$ cat config.mk
export PLATFORM = sky130hd
export DESIGN_NAME = pra_top
export DESIGN_NICKNAME = d
export VERILOG_FILES = /design/src/include/pra_pkg.sv /design/src/logic/pra_det_delay.sv /design/src/logic/pra_top.sv
export VERILOG_INCLUDE_DIRS = /design/src /design/src/include
export SDC_FILE = /design/constraint.sdc
export NUM_CORES = 1
export LEC_CHECK = 0
export BUFFER_PORTS_ARGS = -buffer_cell sky130_fd_sc_hd__buf_2
export CAP_MARGIN = 15
export CORE_MARGIN = 10
export CORE_UTILIZATION = 50
export CTS_CLUSTER_SIZE = 24
export DETAILED_ROUTE_END_ITERATION = 10
export GPL_ROUTABILITY_DRIVEN = 0
export GPL_TIMING_DRIVEN = 1
export PLACE_DENSITY_LB_ADDON = 0.05
export RECOVER_POWER = 25
export SYNTH_ARGS = -nofsm -noshare
export SYNTH_HDL_FRONTEND = slang
export SYNTH_SLANG_ARGS = --single-unit
export TNS_END_PERCENT = 1
$ cat constraint.sdc
create_clock -name clk_sys -period 2.1 [get_ports clk_sys]
set_clock_uncertainty 0.1 [all_clocks]
set_input_delay 0.21 -clock clk_sys [delete_from_list [all_inputs] [get_ports clk_sys]]
set_output_delay 0.21 -clock clk_sys [all_outputs]
set_load 0.01 [all_outputs]
$ cat src/include/pra_map.svh
// Register offsets, field positions, reset values and timing counts of the phase realign block.
`ifndef PRA_MAP_SVH
`define PRA_MAP_SVH

// Register offsets on the byte-wide configuration port.
`define PRA_OFS_THRESH 8'h2f
`define PRA_OFS_DELAY 8'h30
`define PRA_OFS_ENABLE 8'h31
`define PRA_OFS_STAT_MIS 8'h32
`define PRA_OFS_STAT_HOLD 8'h33

// Field positions in the threshold register.
`define PRA_HOLDOFF_MSB 7
`define PRA_HOLDOFF_LSB 4
`define PRA_TRIP_MSB 3
`define PRA_TRIP_LSB 0

// Field positions in the detect delay and protection register.
`define PRA_RISE_MSB 7
`define PRA_RISE_LSB 5
`define PRA_FALL_MSB 4
`define PRA_FALL_LSB 2
`define PRA_SCP_BIT 1
`define PRA_VOLTAGE_DIFFERENCE_FAULT_CFG_BIT 0

// Field positions in the enable register and the hold-off status register.
`define PRA_ENABLE_BIT 6
`define PRA_STAT_HOLD_OK_BIT 7

// Reset values.
`define PRA_RST_THRESH 8'h00
`define PRA_RST_DELAY 8'h00
`define PRA_RST_ENABLE 8'h00

// Timing: one delay step in ns, the clock period in ps, and the step in clock cycles.
`define PRA_DELAY_STEP_NS 50
`define PRA_CLK_PERIOD_PS 5000
`define PRA_STEP_CYC ((`PRA_DELAY_STEP_NS * 1000) / `PRA_CLK_PERIOD_PS)

`endif

$ cat src/include/pra_pkg.sv
// Types shared by the phase realign block.
`default_nettype none
package pra_pkg;
	typedef logic [7:0] pra_byte_t;
	typedef enum logic {
		DLY_IDLE,
		DLY_COUNT
	} pra_dly_state_t;
endpackage
`default_nettype wire

$ cat src/logic/pra_det_delay.sv
// Programmable delay of a detect event in steps of a fixed number of clock cycles.
`timescale 1ns/1ps
`default_nettype none
module pra_det_delay #(
	parameter int SEL_W = 3,
	parameter int STEP_CYC = 10,
	parameter int CNT_W = 8
) (
	input wire logic clk_sys,
	input wire logic reset,
	input wire logic trig,
	input wire logic [SEL_W-1:0] sel,
	output var logic fire_r
);

	pra_pkg::pra_dly_state_t state_r;
	pra_pkg::pra_dly_state_t state_nxt;
	logic [CNT_W-1:0] cnt_r;
	logic [CNT_W-1:0] cnt_nxt;
	logic fire_nxt;
	wire logic [CNT_W-1:0] load_val = CNT_W'(sel * STEP_CYC);
	wire logic last_tick = (state_r == pra_pkg::DLY_COUNT) && (cnt_r == CNT_W'(1));

	////////////////////////////////////////////////////////////////////////////
	// A new trigger restarts the delay; a zero setting fires on the next cycle.
	always_comb begin
		state_nxt = state_r;
		cnt_nxt = cnt_r;
		fire_nxt = 1'b0;
		if (trig) begin
			if (sel == '0) begin
				fire_nxt = 1'b1;
				state_nxt = pra_pkg::DLY_IDLE;
			end else begin
				cnt_nxt = load_val;
				state_nxt = pra_pkg::DLY_COUNT;
			end
		end else begin
			unique case (state_r)
				pra_pkg::DLY_IDLE: begin
					cnt_nxt = cnt_r;
				end
				pra_pkg::DLY_COUNT: begin
					cnt_nxt = cnt_r - CNT_W'(1);
					if (last_tick) begin
						fire_nxt = 1'b1;
						state_nxt = pra_pkg::DLY_IDLE;
					end
				end
			endcase
		end
	end

	always_ff @(posedge clk_sys or posedge reset) begin
		if (reset) begin
			state_r <= pra_pkg::DLY_IDLE;
			cnt_r <= '0;
			fire_r <= 1'b0;
		end else begin
			state_r <= state_nxt;
			cnt_r <= cnt_nxt;
			fire_r <= fire_nxt;
		end
	end
endmodule // pra_det_delay
`default_nettype wire

$ cat src/logic/pra_top.sv
// Phase realign supervisor and channel-2 detect delay configuration of the second power stage.
`timescale 1ns/1ps
`default_nettype none
`include "pra_map.svh"
module pra_top #(
	parameter int MIS_W = 5,
	parameter int HOLD_W = 4,
	parameter int DLY_CNT_W = 8
) (
	input wire logic clk_sys,
	input wire logic reset,
	input wire logic [7:0] addr,
	input wire logic [7:0] wdata,
	input wire logic wr_en,
	input wire logic rd_en,
	output wire logic [7:0] rdata,
	input wire logic ch1_period,
	input wire logic s2_period,
	input wire logic s2_id_ok,
	input wire logic ch2_active,
	input wire logic aux_above,
	output wire logic realign_pulse,
	output wire logic ch2_rise_det,
	output wire logic ch2_fall_det,
	output wire logic short_protect_en,
	output wire logic voltage_difference_fault_cfg_fault_en
);

	////////////////////////////////////////////////////////////////////////////
	// Configuration registers.
	pra_pkg::pra_byte_t phase_realign_thresholds_r;
	pra_pkg::pra_byte_t ch2_detect_delay_protect_r;
	logic phase_realign_enable_r;
	pra_pkg::pra_byte_t rdata_r;
	pra_pkg::pra_byte_t rdata_nxt;

	wire logic sel_thresh = (addr == `PRA_OFS_THRESH);
	wire logic sel_delay = (addr == `PRA_OFS_DELAY);
	wire logic sel_enable = (addr == `PRA_OFS_ENABLE);
	wire logic sel_stat_mis = (addr == `PRA_OFS_STAT_MIS);
	wire logic sel_stat_hold = (addr == `PRA_OFS_STAT_HOLD);

	wire logic wr_thresh = wr_en && sel_thresh;
	wire logic wr_delay = wr_en && sel_delay;
	wire logic wr_enable = wr_en && sel_enable;

	wire logic [HOLD_W-1:0] realign_holdoff_count =
		phase_realign_thresholds_r[`PRA_HOLDOFF_MSB:`PRA_HOLDOFF_LSB];
	wire logic [3:0] mismatch_trip_threshold = phase_realign_thresholds_r[`PRA_TRIP_MSB:`PRA_TRIP_LSB];
	wire logic [2:0] ch2_rising_detect_delay = ch2_detect_delay_protect_r[`PRA_RISE_MSB:`PRA_RISE_LSB];
	wire logic [2:0] ch2_falling_detect_delay = ch2_detect_delay_protect_r[`PRA_FALL_MSB:`PRA_FALL_LSB];
	wire logic short_protect_disable = ch2_detect_delay_protect_r[`PRA_SCP_BIT];
	wire logic voltage_difference_fault_cfg = ch2_detect_delay_protect_r[`PRA_VOLTAGE_DIFFERENCE_FAULT_CFG_BIT];

	always_ff @(posedge clk_sys or posedge reset) begin
		if (reset) begin
			phase_realign_thresholds_r <= `PRA_RST_THRESH;
			ch2_detect_delay_protect_r <= `PRA_RST_DELAY;
			phase_realign_enable_r <= 1'(`PRA_RST_ENABLE >> `PRA_ENABLE_BIT);
		end else begin
			if (wr_thresh) begin
				phase_realign_thresholds_r <= wdata;
			end
			if (wr_delay) begin
				ch2_detect_delay_protect_r <= wdata;
			end
			if (wr_enable) begin
				phase_realign_enable_r <= wdata[`PRA_ENABLE_BIT];
			end
		end
	end

	////////////////////////////////////////////////////////////////////////////
	// Realignment supervisor.
	localparam logic [MIS_W-1:0] MIS_MAX = '1;
	localparam logic [HOLD_W-1:0] HOLD_MAX = '1;

	logic [MIS_W-1:0] mismatch_r;
	logic [MIS_W-1:0] mismatch_nxt;
	logic [HOLD_W-1:0] holdoff_r;
	logic [HOLD_W-1:0] holdoff_nxt;
	logic realign_r;

	wire logic wrong_id = s2_period && !s2_id_ok;
	wire logic right_id = s2_period && s2_id_ok;
	wire logic holdoff_ok = (holdoff_r >= realign_holdoff_count);
	wire logic trip_over = (mismatch_r > MIS_W'(mismatch_trip_threshold));
	wire logic realign_go = phase_realign_enable_r && trip_over && holdoff_ok;

	// Realignment wins over a same-cycle step, so a stale period cannot re-arm the trip at once.
	// mismatch up/down, floor and clear
	always_comb begin
		mismatch_nxt = mismatch_r;
		if (realign_go) begin
			mismatch_nxt = '0;
		end else if (wrong_id) begin
			if (mismatch_r != MIS_MAX) begin
				mismatch_nxt = mismatch_r + MIS_W'(1);
			end
		end else if (right_id) begin
			if (mismatch_r >= MIS_W'(2)) begin
				mismatch_nxt = mismatch_r - MIS_W'(2);
			end else begin
				mismatch_nxt = '0;
			end
		end
	end

	// The hold-off count starts saturated so the first realignment is never blocked.
	// hold-off count
	always_comb begin
		holdoff_nxt = holdoff_r;
		if (realign_go) begin
			holdoff_nxt = '0;
		end else if (ch1_period && holdoff_r != HOLD_MAX) begin
			holdoff_nxt = holdoff_r + HOLD_W'(1);
		end
	end

	always_ff @(posedge clk_sys or posedge reset) begin
		if (reset) begin
			mismatch_r <= '0;
			holdoff_r <= '1;
			realign_r <= 1'b0;
		end else begin
			mismatch_r <= mismatch_nxt;
			holdoff_r <= holdoff_nxt;
			realign_r <= realign_go;
		end
	end

	////////////////////////////////////////////////////////////////////////////
	// Channel-2 zero-current detect delays.
	logic aux_above_d_r;
	// aux feedback falls below the threshold
	wire logic aux_fall = ch2_active && aux_above_d_r && !aux_above;
	wire logic aux_rise = ch2_active && !aux_above_d_r && aux_above;

	always_ff @(posedge clk_sys or posedge reset) begin
		if (reset) begin
			aux_above_d_r <= 1'b0;
		end else begin
			aux_above_d_r <= aux_above;
		end
	end

	pra_det_delay #(
		.SEL_W(3),
		.STEP_CYC(`PRA_STEP_CYC),
		.CNT_W(DLY_CNT_W)
	) u_rise_delay (
		.clk_sys(clk_sys),
		.reset(reset),
		.trig(aux_rise),
		.sel(ch2_rising_detect_delay),
		.fire_r(ch2_rise_det)
	);

	pra_det_delay #(
		.SEL_W(3),
		.STEP_CYC(`PRA_STEP_CYC),
		.CNT_W(DLY_CNT_W)
	) u_fall_delay (
		.clk_sys(clk_sys),
		.reset(reset),
		.trig(aux_fall),
		.sel(ch2_falling_detect_delay),
		.fire_r(ch2_fall_det)
	);

	////////////////////////////////////////////////////////////////////////////
	// Protection enables are held in their own flops so they follow the register one cycle later.
	logic short_protect_en_r;
	logic voltage_difference_fault_cfg_fault_en_r;

	always_ff @(posedge clk_sys or posedge reset) begin
		if (reset) begin
			short_protect_en_r <= 1'b0;
			voltage_difference_fault_cfg_fault_en_r <= 1'b0;
		end else begin
			short_protect_en_r <= !short_protect_disable;
			voltage_difference_fault_cfg_fault_en_r <= !voltage_difference_fault_cfg;
		end
	end

	////////////////////////////////////////////////////////////////////////////
	// Read port: data stand only in the cycle after the strobe; unmapped reads return zero.
	wire pra_pkg::pra_byte_t enable_view = 8'(phase_realign_enable_r) << `PRA_ENABLE_BIT;
	wire pra_pkg::pra_byte_t stat_mis_view = 8'(mismatch_r);
	wire pra_pkg::pra_byte_t stat_hold_view = (8'(holdoff_ok) << `PRA_STAT_HOLD_OK_BIT) | 8'(holdoff_r);

	always_comb begin
		rdata_nxt = '0;
		if (rd_en) begin
			if (sel_thresh) begin
				rdata_nxt = phase_realign_thresholds_r;
			end else if (sel_delay) begin
				rdata_nxt = ch2_detect_delay_protect_r;
			end else if (sel_enable) begin
				rdata_nxt = enable_view;
			end else if (sel_stat_mis) begin
				rdata_nxt = stat_mis_view;
			end else if (sel_stat_hold) begin
				rdata_nxt = stat_hold_view;
			end
		end
	end

	always_ff @(posedge clk_sys or posedge reset) begin
		if (reset) begin
			rdata_r <= '0;
		end else begin
			rdata_r <= rdata_nxt;
		end
	end

	assign rdata = rdata_r;
	assign realign_pulse = realign_r;
	assign short_protect_en = short_protect_en_r;
	assign voltage_difference_fault_cfg_fault_en = voltage_difference_fault_cfg_fault_en_r;
endmodule // pra_top
`default_nettype wire

# After elaboration in Yosys (flattened, before gate mapping)
# Index checks and enable logic that the tools add are counted.
[totals] mem_bits_ro=0 out_inout_bits=13 elab_cells=104 memories=0 latchBits=0 ram_bits=0 regBits=58 in_bits=25
[classes] div_mod_pow=0 n_reduce_logical=26 n_mux=35 n_eq_ne=14 order_cmp=3 addsub=5 shift=0 multipliers=2 bitwise_logic=3
[ops] op="8-bit two-way mux" count=12
[ops] op="8-bit by 6-bit equality test with 1-bit output (second input constant)" count=5
[ops] op="5-bit two-way mux" count=5
[ops] op="8-bit by 1-bit equality test with 1-bit output (second input constant)" count=2
[ops] op="1-bit two-way mux" count=16
[ops] op="8-bit by 1-bit subtractor with 8-bit output (second input constant)" count=2
[ops] op="1-bit logical AND" count=14
[ops] op="3-bit by 3-bit multiplier with 6-bit output (second input constant)" count=2
[ops] op="4-bit two-way mux" count=2
[ops] op="2-bit != test (second input constant)" count=4
[ops] op="8-bit by 4-bit bitwise OR with 8-bit output" count=1
[ops] op="3-bit logical NOT" count=2
[ops] op="2-bit AND reduction" count=3
[ops] op="5-bit by 1-bit adder with 5-bit output (second input constant)" count=1
[ops] op="5-bit by 2-bit greater-or-equal comparator with 1-bit output (second input constant)" count=1
[ops] op="5-bit by 4-bit > comparator with 1-bit output" count=1
[ops] op="1-bit logical NOT" count=5
[ops] op="5-bit != test (second input constant)" count=1
[ops] op="5-bit by 2-bit subtractor with 5-bit output (second input constant)" count=1
[ops] op="4-bit by 1-bit adder with 4-bit output (second input constant)" count=1
[ops] op="4-bit greater-or-equal comparator" count=1
[ops] op="4-bit != test (second input constant)" count=1
[ops] op="3-bit by 1-bit != test with 1-bit output (second input constant)" count=1
[ops] op="3-bit nonzero test" count=1
[ops] op="other kinds (2)" count=3

# Logic depth before layout (Yosys ltp)
[depth] word_depth=8 depth_mapped=7 mapped_depth_nobuf=7

# Hierarchy
# Synthesis repeated with hierarchy kept, for this count alone.
[hier_totals] hier_cells=311 hier_area_um2=3409.5
[by_module_without_submodules] mod="pra_top" cells_each=185 seq_area_each_um2=955.9 area_per_inst_um2=2075.7 n_inst=1
[by_module_without_submodules] mod="pra_det_delay" cells_each=63 seq_area_each_um2=250.2 area_per_inst_um2=666.9 n_inst=2

# Worst setup path before layout
# OpenSTA, ideal clock, no wires.
[synth_path] path_kind="reg-to-reg" start="register holdoff_r[0]" end="register mismatch_r[1]" period_less_slack_ps=2142 arrival_time_ps=1938 stages_incl_launch_ff=7 slack_ps=-42 setup_ps=104 required_ps=1896 n_path_buf=0 cell_sequence="dfstp_2 > inv_1 > ha_1 > nand2b_1 > a2111oi_0 > nor3_2 > a221oi_1"
[synth_between] elab_chain_len=4 elab_cells_between_ends=6 cone_classes="1 x order compare; 1 x eq/ne; 1 x mux; 3 x reduce/logical"
[synth_rtl] element="start: declaration" line_no="pra_top.sv:80" rtl="logic [HOLD_W-1:0] holdoff_r;"
[synth_rtl] element="start signal: assignment" line_no="pra_top.sv:127" rtl="holdoff_r <= holdoff_nxt;"
[synth_rtl] element="4-bit greater-or-equal comparator (*)" line_no="pra_top.sv:86" rtl="wire logic holdoff_ok = (holdoff_r >= realign_holdoff_count);"
[synth_rtl] element="1-bit logical AND (*)" line_no="pra_top.sv:88" rtl="wire logic realign_go = phase_realign_enable_r && trip_over && holdoff_ok;"
[synth_rtl] element="3-bit by 1-bit != test with 1-bit output (no line) or 3-bit nonzero test (tied branches)"
[synth_rtl] element="2-bit AND reduction (no line)"
[synth_rtl] element="end signal: assignment" line_no="pra_top.sv:126" rtl="mismatch_r <= mismatch_nxt;"
[synth_rtl] element="end: declaration" line_no="pra_top.sv:78" rtl="logic [MIS_W-1:0] mismatch_r;"
# Every way passes the cells marked *; elsewhere a longest branch is shown, timed or not.
# A chain may end at the register's enable or synchronous reset.

# Final worst setup path
[layout_path] start="register holdoff_r[0]" end="register mismatch_r[2]"
# The elaborated chain is that of the path after synthesis.

==> key figures <==
Run status
  – Outcome: completed

Die
  – Total die area: between 0.01 and 0.015 sq mm
  – Placeable Area: around 0.0064 sq mm
  – Die H: around 100 um
  – IO Count: 38
  – Chip width: slightly above 100 um
  – Initial Utilization: about half
  – Core Rows: 29

Worst hold path
  – Class of the worst hold path: in -> reg

Timing
  – WHS: between 0.01 and 0.015 ns
  – Clock period minus worst slack: around 2.0 ns
  – Setup violators final: 0
  – Hold Violations, Final: 0
  – Relative slew slack: 37.9%
  – Setup TNS: 0 ns
  – Max Clk Rate: approximately 0.50 GHz
  – RSZ-0062 raised after global routing: yes
  – Final Slew Violations: 0
  – Tcrit/Tclk final: 94.9%
  – Worst-margin pin slew: 0.931 ns

Cells and area
  – Most frequent cells in the layout: dfrtp_1 (54), buf_2 (30), nand2_1 (25), ha_1 (23), inv_1 (20)
  – Fin util: 62.2%
  – Nets: 430
  – Final std cells w/o fill: 463
  – Fillers: ~530
  – Commonest non-fill, non-tap cell in the layout: dfrtp_1
  – Diode count: 0
  – Proportion of layout cells with a drive suffix above 1: around a quarter
  – Area Overhead vs Synth: 20.6%

Synthesis
  – Yosys warns: 0
  – Synthesized flop and latch total: 58
  – Ys async rst share: 100%
  – Cell count after synthesis: 322
  – Mapped Avg Cell Area: ~10 sq um
  – Area contributors post-synth: dfrtp_1 (41%), ha_1 (9.1%), mux2_2 (6.2%)
  – Sequential share of the synthesized area: 44.2%
  – Primary FF master, synth: dfrtp_1
  – Post-synth net total: between 300 and 400
  – Unique masters post-synth: between 50 and 60
  – EDFF count, synth: 0
  – Biggest area consumer among synthesized cells: dfrtp_1
  – Area fraction of the dominant cell type after synthesis: 41.0%
  – Mapped cell area: around 0.0033 sq mm

Worst setup path
  – WS Path Type: reg -> reg
  – Critical path's slowest cell: dfstp_2
  – Startpoint Class: flop
  – Crit end category: flop
  – CP peak stage delay: between 0.5 and 0.6 ns
  – CP required: 2.26 ns
  – Worst-path fanout max: 7
  – Critical path data arrival time: 2.15 ns
  – Worst path cell trace: inv_1, ha_1, nand2b_4, a2111oi_4, nor3_4, buf_4, a32oi_1

Placement
  – Post-DP HPWL: roughly 5700 um
  – Cell total after placement: ~440
  – Port Buffer Count: 37

Global route
  – Total GRT Usage: 15.4%
  – First-pass GRT wire length: about 13,000 um
  – Pin count of the biggest net entering global routing: 36
  – Grt total ovfl: 0
  – Antenna violations before repair: 0
  – Vias in the first global route: about 2,600

Clock tree
  – Number of clock sinks: 58
  – Clock Root Buffer: clkbuf_8
  – Clk buf depth: 2
  – Total CTS buffers: 9
  – CTS tree: done
  – Clock Pin Slew Worst Setup and Hold Paths: about 0.07 ns
  – Clock latency on the worst-skew pair: ~0.35 ns
  – H-tree levels: 3

Route
  – Final wirelength: about 7600 um
  – Routed vias/inst: roughly 5.8
  – First-pass DRT Iterations: 4
  – Drt first-iter violations: ~110
  – DRC Markers: 0
  – Via count: roughly 2,700
  – DR WL/cell: between 15 and 20 um
  – Routed Antenna Nets: 0

Power
  – Power per Cell Area: ~1100 mW/mm^2
  – Final total power: approximately 4300 uW
  – Leakage: around 0.0018 uW
  – Max IR drop VDD: around 0.73 mV

Job
  – Max_cap viols: 0
[layer usage]
| metal | GRT usage [%] | wire length, um |
|---|---|---|
| met2 | 21.9 | 3330 |
| met1 | 22.0 | 3790 |
| met3 | 4.02 | 408 |
| met5 | 0 | 0 |
| met4 | 5.14 | 93 |
[metrics by stage]
step           instance area (sq um)  setup WS [ns]
3_3_place_gp                    3660        -0.0644
5_1_grt                         3970        -0.0353
6_report                        3970          0.106
2_1_floorplan                   3290         0.0284
4_1_cts                         3930        0.00601
3_5_place_dp                    3660         -0.171
[Yosys cell counts, drive strengths merged, types with 2 or more instances]
| library cell | count |
|---|---|
| dfrtp | 54 |
| nand2 | 28 |
| ha | 24 |
| inv | 20 |
| mux2 | 18 |
| nor2 | 18 |
| a21oi | 17 |
| nand3 | 16 |
| o21ai | 11 |
| mux2i | 10 |
| nor3 | 8 |
| and2 | 6 |
| nand2b | 6 |
| or3 | 6 |
| clkbuf | 5 |
| o221a | 5 |
| a22oi | 4 |
| a31oi | 4 |
| dfstp | 4 |
| nor2b | 4 |
| nor4 | 4 |
| o211ai | 4 |
| a32oi | 3 |
| and3 | 3 |
| nand3b | 3 |
| or4 | 3 |
| a211o | 2 |
| a211oi | 2 |
| a2bb2oi | 2 |
| and3b | 2 |
| nor3b | 2 |
| o21a | 2 |
| o22ai | 2 |
| o2bb2ai | 2 |
| or3b | 2 |
| xor2 | 2 |
[path summary, 6_finish.rpt]
check,startpoint,endpoint,slack (ns),depth (start not counted)
max,holdoff_r[0],mismatch_r[2],0.11,7
min,wdata[2],phase_realign_thresholds_r[2],0.01,2
max reg2reg,holdoff_r[0],mismatch_r[2],0.11,7
min reg2reg,ch2_detect_delay_protect_r[1],short_protect_en,0.34,1
max in group asynchronous,reset,holdoff_r[2],0.63,4
min in group asynchronous,reset,u_rise_delay.fire_r,0.51,3
[report_power, final]
group	switching, uW	total (uW)	internal, uW
Clock	499	1180	677
Combinational	740	1390	653
Sequential	301	1690	1390
Total	1540	4260	2720
[cells by family after synthesis]
logic type / after synthesis / synth area share, %
and+or+nand+nor: 115 / 19.3
AOI/OAI and AO/OA: 68 / 14.3
DFF: 58 / 44.2
muxes: 28 / 9.19
buffers and inverters: 26 / 3.00
adders and majority gates: 24 / 9.12
xor gates and xnor gates: 3 / 0.798
[worst max-delay path: cells and delay by family (launching register included)]
kind	cells	cell delay, ns
AOI/OAI and AO/OA	2	0.51
adders and majority gates	1	0.27
buffers and inverters	2	0.21
DFF	1	0.53
and+or+nand+nor	2	0.27
[flip-flops by register name, summed over array words and instances, names as in the netlist, 4 cells and up]
| register | flops |
|---|---|
| ch2_detect_delay_protect_r | 8 |
| holdoff_r | 4 |
| mismatch_r | 5 |
| phase_realign_thresholds_r | 8 |
| rdata | 8 |
| u_fall_delay.cnt_r | 8 |
| u_rise_delay.cnt_r | 8 |
[cell type report]
| cell class | instances | area [sq um] | area share [%] |
|---|---|---|---|
| sequential | 58 | 1460 | 36.7 |
| clock buffer | 9 | 124 | 3.12 |
| tap | 77 | 96.3 | 2.43 |
| multi-input combinational | 238 | 1800 | 45.2 |
| timing repair buffer | 54 | 322 | 8.10 |
| inverter | 20 | 75.1 | 1.89 |
| clock inverter | 7 | 101 | 2.55 |
[timing repair]
item / 4_1_cts / 5_1_grt
endpoints found under the setup margin: 10 / 7
hold endpoints to repair: 24 / 0
setup buffers: 0 / 2
hold buffers: 2 / 0
pin swaps: 0 / 3
resized for setup: 2 / 8
Note: power is estimated with default switching activity, not from simulation.
